===== src/include/pfp_pkg.sv =====
`default_nettype none
package pfp_pkg;

   // ---------------------------------------------------------------
   // register bus geometry
   // ---------------------------------------------------------------
   localparam int unsigned ADDR_W = 16;
   localparam int unsigned DATA_W = 8;

   // register offsets
   localparam logic [15:0] FLASH_STATUS_REG_OFS  = 16'h0106;
   localparam logic [15:0] PROTECT_CTRL_OFS      = 16'h0108;
   localparam logic [15:0] IRQ_STATUS_OFS        = 16'h0120;
   localparam logic [15:0] IRQ_MASK_OFS          = 16'h0121;

   // protection control field positions
   localparam int unsigned POLARITY_BIT   = 7;
   localparam int unsigned RSVD_NV_BIT    = 6;
   localparam int unsigned HIGH_DIS_BIT   = 5;
   localparam int unsigned HIGH_SIZE_MSB  = 4;
   localparam int unsigned HIGH_SIZE_LSB  = 3;
   localparam int unsigned LOW_DIS_BIT    = 2;
   localparam int unsigned LOW_SIZE_MSB   = 1;
   localparam int unsigned LOW_SIZE_LSB   = 0;

   // value held until the nonvolatile byte arrives: everything protected
   localparam logic [7:0] PROTECT_RESET    = 8'h7F;
   // value forced when the nonvolatile byte has a double-bit fault
   localparam logic [7:0] PROTECT_DBL_FAULT = 8'h7F;

   // status register: violation flag position
   localparam int unsigned VIOL_BIT = 4;

   // interrupt status / mask layout
   localparam int unsigned IRQ_VIOL_BIT   = 0;
   localparam int unsigned IRQ_REJECT_BIT = 1;
   localparam logic [7:0]  IRQ_IMPL_MASK  = 8'h03;

   // ---------------------------------------------------------------
   // program flash address map (18-bit global addresses)
   // ---------------------------------------------------------------
   localparam logic [17:0] PFLASH_TOP       = 18'h3_FFFF;
   localparam logic [17:0] LOW_WIN_BASE     = 18'h3_8000;
   localparam logic [17:0] HIGH_UNIT_BYTES  = 18'h0_0800;
   localparam logic [17:0] LOW_UNIT_BYTES   = 18'h0_0400;
   localparam logic [17:0] ONE_BYTE         = 18'h0_0001;

   // allowed scenario transitions: bit n of entry m set = m may go to n
   localparam logic [7:0] SCEN_ALLOWED [8] = '{
      8'h0F, 8'h0A, 8'h0C, 8'h08, 8'h18, 8'h3C, 8'h5A, 8'hFF
   };

   // ---------------------------------------------------------------
   // controller interface
   // ---------------------------------------------------------------
   typedef enum logic [1:0] {
      PFP_OP_PROGRAM,
      PFP_OP_SECTOR_ERASE,
      PFP_OP_BLOCK_ERASE,
      PFP_OP_OTHER
   } pfp_op_type;

   typedef struct packed {
      logic        valid;
      pfp_op_type  op;
      logic [17:0] addr;
   } pfp_cmd_type;

   typedef struct packed {
      logic grant;
      logic refuse;
   } pfp_verdict_type;

endpackage
`default_nettype wire


===== src/logic/pfp_protect.sv =====
`timescale 1ns/10ps
`default_nettype none

module pfp_protect (
   input  wire  logic                        i_clk,
   input  wire  logic                        i_rst_b,
   // register port
   input  wire  logic [pfp_pkg::ADDR_W-1:0]  i_addr,
   input  wire  logic [pfp_pkg::DATA_W-1:0]  i_wdata,
   input  wire  logic                        i_wr,
   input  wire  logic                        i_rd,
   output var   logic [pfp_pkg::DATA_W-1:0]  o_rdata,
   // reset-sequence nonvolatile load
   input  wire  logic                        i_nv_valid,
   input  wire  logic [7:0]                  i_nv_byte,
   input  wire  logic                        i_nv_dbl_fault,
   output var   logic                        o_loaded,
   // flash controller check port
   input  wire  pfp_pkg::pfp_cmd_type        i_cmd,
   output var   pfp_pkg::pfp_verdict_type    o_verdict,
   output var   logic                        o_launch_block,
   // interrupt
   output var   logic                        o_irq
);
   import pfp_pkg::*;

   // ---------------------------------------------------------------
   // state
   // ---------------------------------------------------------------
   logic [7:0] protect_ctrl;
   logic       loaded;
   logic       viol_flag;
   logic [7:0] irq_status;
   logic [7:0] irq_mask;

   // ---------------------------------------------------------------
   // address decode
   // ---------------------------------------------------------------
   wire sel_status  = (i_addr == FLASH_STATUS_REG_OFS);
   wire sel_protect = (i_addr == PROTECT_CTRL_OFS);
   wire sel_irq_st  = (i_addr == IRQ_STATUS_OFS);
   wire sel_irq_msk = (i_addr == IRQ_MASK_OFS);

   wire wr_status   = i_wr & sel_status;
   wire wr_protect  = i_wr & sel_protect & loaded;
   wire wr_irq_st   = i_wr & sel_irq_st;
   wire wr_irq_msk  = i_wr & sel_irq_msk;

   // ---------------------------------------------------------------
   // current protection fields
   // ---------------------------------------------------------------
   wire       cur_pol   = protect_ctrl[POLARITY_BIT];
   wire       cur_hdis  = protect_ctrl[HIGH_DIS_BIT];
   wire       cur_ldis  = protect_ctrl[LOW_DIS_BIT];
   wire [1:0] cur_hsize = protect_ctrl[HIGH_SIZE_MSB:HIGH_SIZE_LSB];
   wire [1:0] cur_lsize = protect_ctrl[LOW_SIZE_MSB:LOW_SIZE_LSB];

   // scenario number is the inverted triple
   wire [2:0] cur_scen = ~{cur_pol, cur_hdis, cur_ldis};

   // ---------------------------------------------------------------
   // proposed value for a software write
   // ---------------------------------------------------------------
   // size fields only move while their window is disabled, so an active
   // window can never be shrunk or shifted underneath a running check
   wire [1:0] prop_hsize = cur_hdis ? i_wdata[HIGH_SIZE_MSB:HIGH_SIZE_LSB]
                                    : cur_hsize;
   wire [1:0] prop_lsize = cur_ldis ? i_wdata[LOW_SIZE_MSB:LOW_SIZE_LSB]
                                    : cur_lsize;

   // reserved bit is not writable; it keeps whatever was loaded
   wire [7:0] prop_ctrl = {i_wdata[POLARITY_BIT],
                           protect_ctrl[RSVD_NV_BIT],
                           i_wdata[HIGH_DIS_BIT],
                           prop_hsize,
                           i_wdata[LOW_DIS_BIT],
                           prop_lsize};

   wire [2:0] prop_scen = ~{prop_ctrl[POLARITY_BIT],
                            prop_ctrl[HIGH_DIS_BIT],
                            prop_ctrl[LOW_DIS_BIT]};

   wire [7:0] allowed_row  = SCEN_ALLOWED[cur_scen];
   wire       move_ok      = allowed_row[prop_scen];
   wire       protect_take = wr_protect & move_ok;
   wire       protect_drop = wr_protect & ~move_ok;

   // ---------------------------------------------------------------
   // window geometry
   // ---------------------------------------------------------------
   // window length doubles with each size step
   wire [17:0] high_len  = HIGH_UNIT_BYTES << cur_hsize;
   wire [17:0] low_len   = LOW_UNIT_BYTES << cur_lsize;
   wire [17:0] high_base = PFLASH_TOP - high_len + ONE_BYTE;
   wire [17:0] low_last  = LOW_WIN_BASE + low_len - ONE_BYTE;

   wire in_high = (i_cmd.addr >= high_base);
   wire in_low  = (i_cmd.addr >= LOW_WIN_BASE) & (i_cmd.addr <= low_last);

   wire hit_high = ~cur_hdis & in_high;
   wire hit_low  = ~cur_ldis & in_low;
   wire hit_win  = hit_high | hit_low;

   // polarity decides whether a window hit is protected or free
   wire addr_prot = cur_pol ? hit_win : ~hit_win;

   // a block holds protected sectors unless nothing at all is protected
   wire no_prot    = cur_pol & cur_hdis & cur_ldis;
   wire block_prot = ~no_prot;

   // ---------------------------------------------------------------
   // command verdict
   // ---------------------------------------------------------------
   wire is_block = (i_cmd.op == PFP_OP_BLOCK_ERASE);
   wire is_alter = (i_cmd.op == PFP_OP_PROGRAM) |
                   (i_cmd.op == PFP_OP_SECTOR_ERASE);

   wire cmd_prot = (is_block & block_prot) |
                   (is_alter & addr_prot);

   // nothing launches while a violation is pending or before the load
   wire cmd_blocked = viol_flag | ~loaded;

   wire cmd_viol   = i_cmd.valid & ~cmd_blocked & cmd_prot;
   wire cmd_grant  = i_cmd.valid & ~cmd_blocked & ~cmd_prot;
   wire cmd_refuse = i_cmd.valid & (cmd_blocked | cmd_prot);

   // ---------------------------------------------------------------
   // flag and interrupt next values
   // ---------------------------------------------------------------
   // a new violation in the clearing cycle wins over the clear
   wire viol_clr       = wr_status & i_wdata[VIOL_BIT];
   wire next_viol_flag = cmd_viol | (viol_flag & ~viol_clr);

   wire [7:0] irq_events = {6'h00, protect_drop, cmd_viol};
   wire [7:0] irq_clr    = wr_irq_st ? (i_wdata & IRQ_IMPL_MASK) : 8'h00;
   wire [7:0] next_irq_status = irq_events | (irq_status & ~irq_clr);
   wire       next_irq  = |(next_irq_status & irq_mask);

   // ---------------------------------------------------------------
   // read mux
   // ---------------------------------------------------------------
   wire [7:0] status_view = {3'h0, viol_flag, 4'h0};
   wire [7:0] next_rdata  =
      ~i_rd       ? 8'h00 :
      sel_status  ? status_view :
      sel_protect ? protect_ctrl :
      sel_irq_st  ? irq_status :
      sel_irq_msk ? irq_mask : 8'h00;

   // ---------------------------------------------------------------
   // protection register and load sequencing
   // ---------------------------------------------------------------
   // stays fully protected until the nonvolatile byte is in; the load
   // is taken once, later pulses on the load input are ignored
   always_ff @(posedge i_clk or negedge i_rst_b) begin
      if (!i_rst_b) begin
         protect_ctrl <= PROTECT_RESET;
         loaded       <= 1'b0;
      end else if (!loaded) begin
         if (i_nv_valid) begin
            protect_ctrl <= i_nv_dbl_fault ? PROTECT_DBL_FAULT
                                           : i_nv_byte;
            loaded       <= 1'b1;
         end
      end else if (protect_take) begin
         protect_ctrl <= prop_ctrl;
      end
   end

   // ---------------------------------------------------------------
   // violation flag, interrupt status and mask
   // ---------------------------------------------------------------
   always_ff @(posedge i_clk or negedge i_rst_b) begin
      if (!i_rst_b) begin
         viol_flag  <= 1'b0;
         irq_status <= 8'h00;
         irq_mask   <= 8'h00;
      end else begin
         viol_flag  <= next_viol_flag;
         irq_status <= next_irq_status;
         if (wr_irq_msk) begin
            irq_mask <= i_wdata & IRQ_IMPL_MASK;
         end
      end
   end

   // ---------------------------------------------------------------
   // registered outputs
   // ---------------------------------------------------------------
   // launch block follows the next flag value so it is never a cycle late
   always_ff @(posedge i_clk or negedge i_rst_b) begin
      if (!i_rst_b) begin
         o_rdata          <= 8'h00;
         o_verdict        <= '0;
         o_launch_block   <= 1'b1;
         o_loaded         <= 1'b0;
         o_irq            <= 1'b0;
      end else begin
         o_rdata          <= next_rdata;
         o_verdict.grant  <= cmd_grant;
         o_verdict.refuse <= cmd_refuse;
         o_launch_block   <= next_viol_flag | ~(loaded | i_nv_valid);
         o_loaded         <= loaded | i_nv_valid;
         o_irq            <= next_irq;
      end
   end

endmodule
`default_nettype wire


===== config.mk =====
export PLATFORM = sky130hd
export DESIGN_NAME = pfp_protect
export DESIGN_NICKNAME = d
export VERILOG_FILES = /design/src/include/pfp_pkg.sv /design/src/logic/pfp_protect.sv
export SDC_FILE = /design/constraint.sdc
export NUM_CORES = 1
export LEC_CHECK = 0
export ABC_CLOCK_PERIOD_IN_PS = 2290
export BUFFER_PORTS_ARGS = -buffer_cell sky130_fd_sc_hd__buf_2
export CORE_MARGIN = 5
export CORE_UTILIZATION = 44
export CTS_CLUSTER_DIAMETER = 60
export CTS_CLUSTER_SIZE = 10
export DETAILED_ROUTE_END_ITERATION = 10
export HOLD_SLACK_MARGIN = 0.03
export MAX_ROUTING_LAYER = met4
export PLACE_DENSITY = 0.86
export SKIP_LAST_GASP = 1
export SYNTH_ARGS = -nofsm -noshare
export SYNTH_HDL_FRONTEND = slang
export SYNTH_SLANG_ARGS = --single-unit

===== constraint.sdc =====
create_clock -name i_clk -period 2.29 [get_ports i_clk]
set_input_delay 0.1145 -clock i_clk [delete_from_list [all_inputs] [get_ports i_clk]]
set_output_delay 0.1145 -clock i_clk [all_outputs]
set_load 0.1 [all_outputs]

==> reports/qor.yml <==
antenna_left: 0
syn_area_sq_um: 1790
start_util_pct: 45.1
p_switching_w: 0.000523
num_antenna_cells: 0
die_h_microns: 73.8
cts.clk_slew.worst_paths_ps: 90
synthFlopType: "dfrtp_1"
drive_gt1_share_pct: 46.3
cts_buffers: 3
routed_via_density: 5.36
worstMarginPinSlew_ps: 614
crit_path_start_kind: "register"
grt_pass1_vias: 1769
dieArea_sq_um: 5440
cts_sinks: 26
synth_cells: 195
drc_errors: 0
fin_cells: 333
io_pins: 72
worstPathMaxFanout: 6
vias: 1784
yosysSeqAreaShare_pct: 36.9
yosys_register_bits: 26
layout_setup_ws_ps: -206
hp-class: "input port to register"
track_usage_pct: 18.9
grt_max_degree: 27
place_area_sq_um: 2350
finalCriticalPeriod_ps: 2500
root_buffer: "clkbuf_8"
antenna_found_initial: 0
ir_drop_mv: 0.672
area_growth_pct: 40.5
dr.pass1.iters: 4
async_flop_share_pct: 100
fin_area_sq_um: 2520
rows: 23
drt_iter0_drc: 58
clk_latency_ps: 270
wl_mm: 4.90
finalSetupViolCount: 6
cp_cell_sequence: "or2_4, ha_4, nand2b_4, ha_1, nand4_1, o22ai_2, a2111oi_2, nor4_2, mux2i_1, buf_4, nor3b_2"
final_max_slew_viol_count: 0
period_share_pct: 109
arrival_ps: 2690
final_nets: 361
placedCellCount: 328
cts_tree: "done"
wire_per_inst_microns: 14.7
cpMaxStageDelayCell: "dfstp_2"
core_sq_um: 3970
cp-end-kind: "register"
slew_headroom_pct: 58.8
die_w_microns: 73.8
avgSynthCellArea_sq_um: 9.18
clock_power_share_pct: 18.5
fin_util_pct: 63.4
routabilityCongestion: 0.843
slowest_delay_ps: 570
fmax_mhz: 401
rsz0062_at_grt: "true"
status: "finished with violations"
hold_violations: 0
htree_levels: 1
fill_cells: 342
grt_pass1_wl_mm: 7.88
finClkSkew_ps: 7.73
violations: "negative setup slack"
required_ps: 2480
comb_power_share_pct: 42.7
switching_share_pct: 36.5
ys.warnings.count: 0
p_seq_share_pct: 38.8
cts_buffer_depth: 2
drv_cap: 0
p_leak_nw: 1.24
synth-edff-count: 0
pwr_density_cell_nw_per_um2: 569
place_hpwl_mm: 3.88
tns_ps: -1030
yosysUniqueCellTypes: 44
io_buffers: 70
grt_overflow: 0
crit_type: "register to register"
p_int_w: 0.000909
-- cells by family (layout without fill, tap and decap cells) --
group	Yosys count	after routing	share of synthesized area, %
DFF	26	26	36.9
muxes	12	12	7.34
adders and majority gates	18	18	12.6
and+or+nand+nor	84	84	25.7
buffers and inverters	13	99	2.79
AOI/OAI and AO/OA	40	40	14.3
other	2	4	0.419
-- cell type report --
type	instances	area (sq um)	share of cell area (%)
clock buffers	4	45.0	1.79
inverters	9	33.8	1.34
multi-input cells	158	1240	49.3
flip-flops and latches	26	661	26.3
well taps	50	62.6	2.49
repair buffers	86	473	18.8
-- cells in the mapped netlist, types with 2 or more instances --
cell type  count  area (sq um)
o211ai_1       2          15.0
dfrtp_1       18           450
nand3_1        5          25.0
nor3b_1        2          15.0
o21a_1         2          15.0
nor3_1         6          30.0
inv_1          9          33.8
ha_1          18           225
o21ai_0       10          50.1
and2_1         4          25.0
a21boi_0       2          15.0
mux2_2         9           101
dfstp_2        8           210
or3_1          2          12.5
a21oi_1       10          50.1
nor2_1        19          71.3
a22oi_1        4          30.0
or2_2          4          25.0
nor4_1         3          18.8
a211oi_1       2          15.0
nand2_1       16          60.1
and4_1         2          17.5
nand2b_1       4          25.0
nor4b_1        2          17.5
nand4_1        5          31.3
a21o_1         2          15.0
mux2i_1        3          30.0
conb_1         2          7.51
nor2b_1        4          25.0
clkbuf_1       2          7.51
-- worst paths after layout --
path / depth (start not counted) / slack [ps] / startpoint / to
worst max-delay path: 11 / -210 / protect_ctrl[0]$_DFFE_PN1P_ / o_verdict[1]$_DFF_PN0_
worst max register to register: 11 / -210 / protect_ctrl[0]$_DFFE_PN1P_ / o_verdict[1]$_DFF_PN0_
worst min register to register: 2 / 530 / protect_ctrl[6]$_DFFE_PN1P_ / protect_ctrl[6]$_DFFE_PN1P_
max in group asynchronous: 2 / 1540 / i_rst_b / protect_ctrl[2]$_DFFE_PN1P_
worst min-delay path: 2 / 70 / i_rd / o_rdata[4]$_DFF_PN0_
min in group asynchronous: 2 / 360 / i_rst_b / irq_mask[0]$_DFFE_PN0P_
-- layer usage --
layer / vias up / track usage (%) / share of wire (%)
met1: 829 / 23.6 / 43
met2: 59 / 32.6 / 51
met5: - / - / 0
met3: 8 / 2.46 / 5.8
met4: 0 / 3.82 / 0.69
li1: 888 / - / -
-- repair_timing --
action | CTS | global route
endpoints found under the setup margin | 6 | 7
endpoints found under the hold margin | 18 | 0
buffers inserted | 1 | 0
pin swaps | 1 | 6
resized for setup | 3 | 19
hold buffers | 1 | 0
-- stage by stage --
| stage | setup WS [ps] | hold WS (ps) | total power [W] |
|---|---|---|---|
| final | -206 | 65.7 | 0.00143 |
| after global routing | -345 | 65.2 | 0.00153 |
| after CTS | -225 | 59.2 | 0.00137 |
| after detailed placement | -294 | 150 | 0.00110 |
| after global placement | -186 | 135 | 0.00108 |
| after floorplan | -26.9 | -181 | 0.000909 |
-- state kept, by name, summed over array words and instances (netlist names) --
name	count
irq_status	2
o_launch_block	1
o_irq	1
protect_ctrl	8
loaded	1
o_verdict	2
viol_flag	1
irq_mask	2
o_rdata	8
-- placed cells by master (no fill, tap or decap), drive strengths merged, types with 2 or more instances in the layout --
cell | synthesis | routed
a211oi | 2 | 2
a21boi | 2 | 2
a21o | 2 | 2
a21oi | 10 | 10
a22oi | 4 | 4
and2 | 4 | 4
and4 | 3 | 3
buf | 2 | 85
clkbuf | 2 | 4
conb | 2 | 4
dfrtp | 18 | 18
dfstp | 8 | 8
ha | 18 | 18
inv | 9 | 9
mux2 | 9 | 9
mux2i | 3 | 3
nand2 | 16 | 16
nand2b | 4 | 4
nand3 | 5 | 5
nand4 | 5 | 5
nor2 | 19 | 19
nor2b | 4 | 4
nor3 | 6 | 6
nor3b | 2 | 2
nor4 | 3 | 3
nor4b | 3 | 3
o211ai | 2 | 2
o21a | 2 | 2
o21ai | 10 | 10
or2 | 4 | 4
or3 | 2 | 2
-- power groups by stage --
stage	registers, W	logic, W	clock network [W]
after floorplan	0.000678	0.000230	0
after global placement	0.000559	0.000523	0
after detailed placement	0.000561	0.000543	0
after CTS	0.000554	0.000548	0.000271
after global routing	0.000563	0.000676	0.000288
final	0.000555	0.000612	0.000265
-- worst max-delay path, delay by kind of cell (launching register included) --
family | cells | cell delay (ps)
compound gates | 2 | 210
fa+ha+maj | 2 | 420
buf+inv | 1 | 160
flops | 1 | 570
mux | 1 | 220
simple gates | 5 | 840
(Power assumes the default switching activity.)
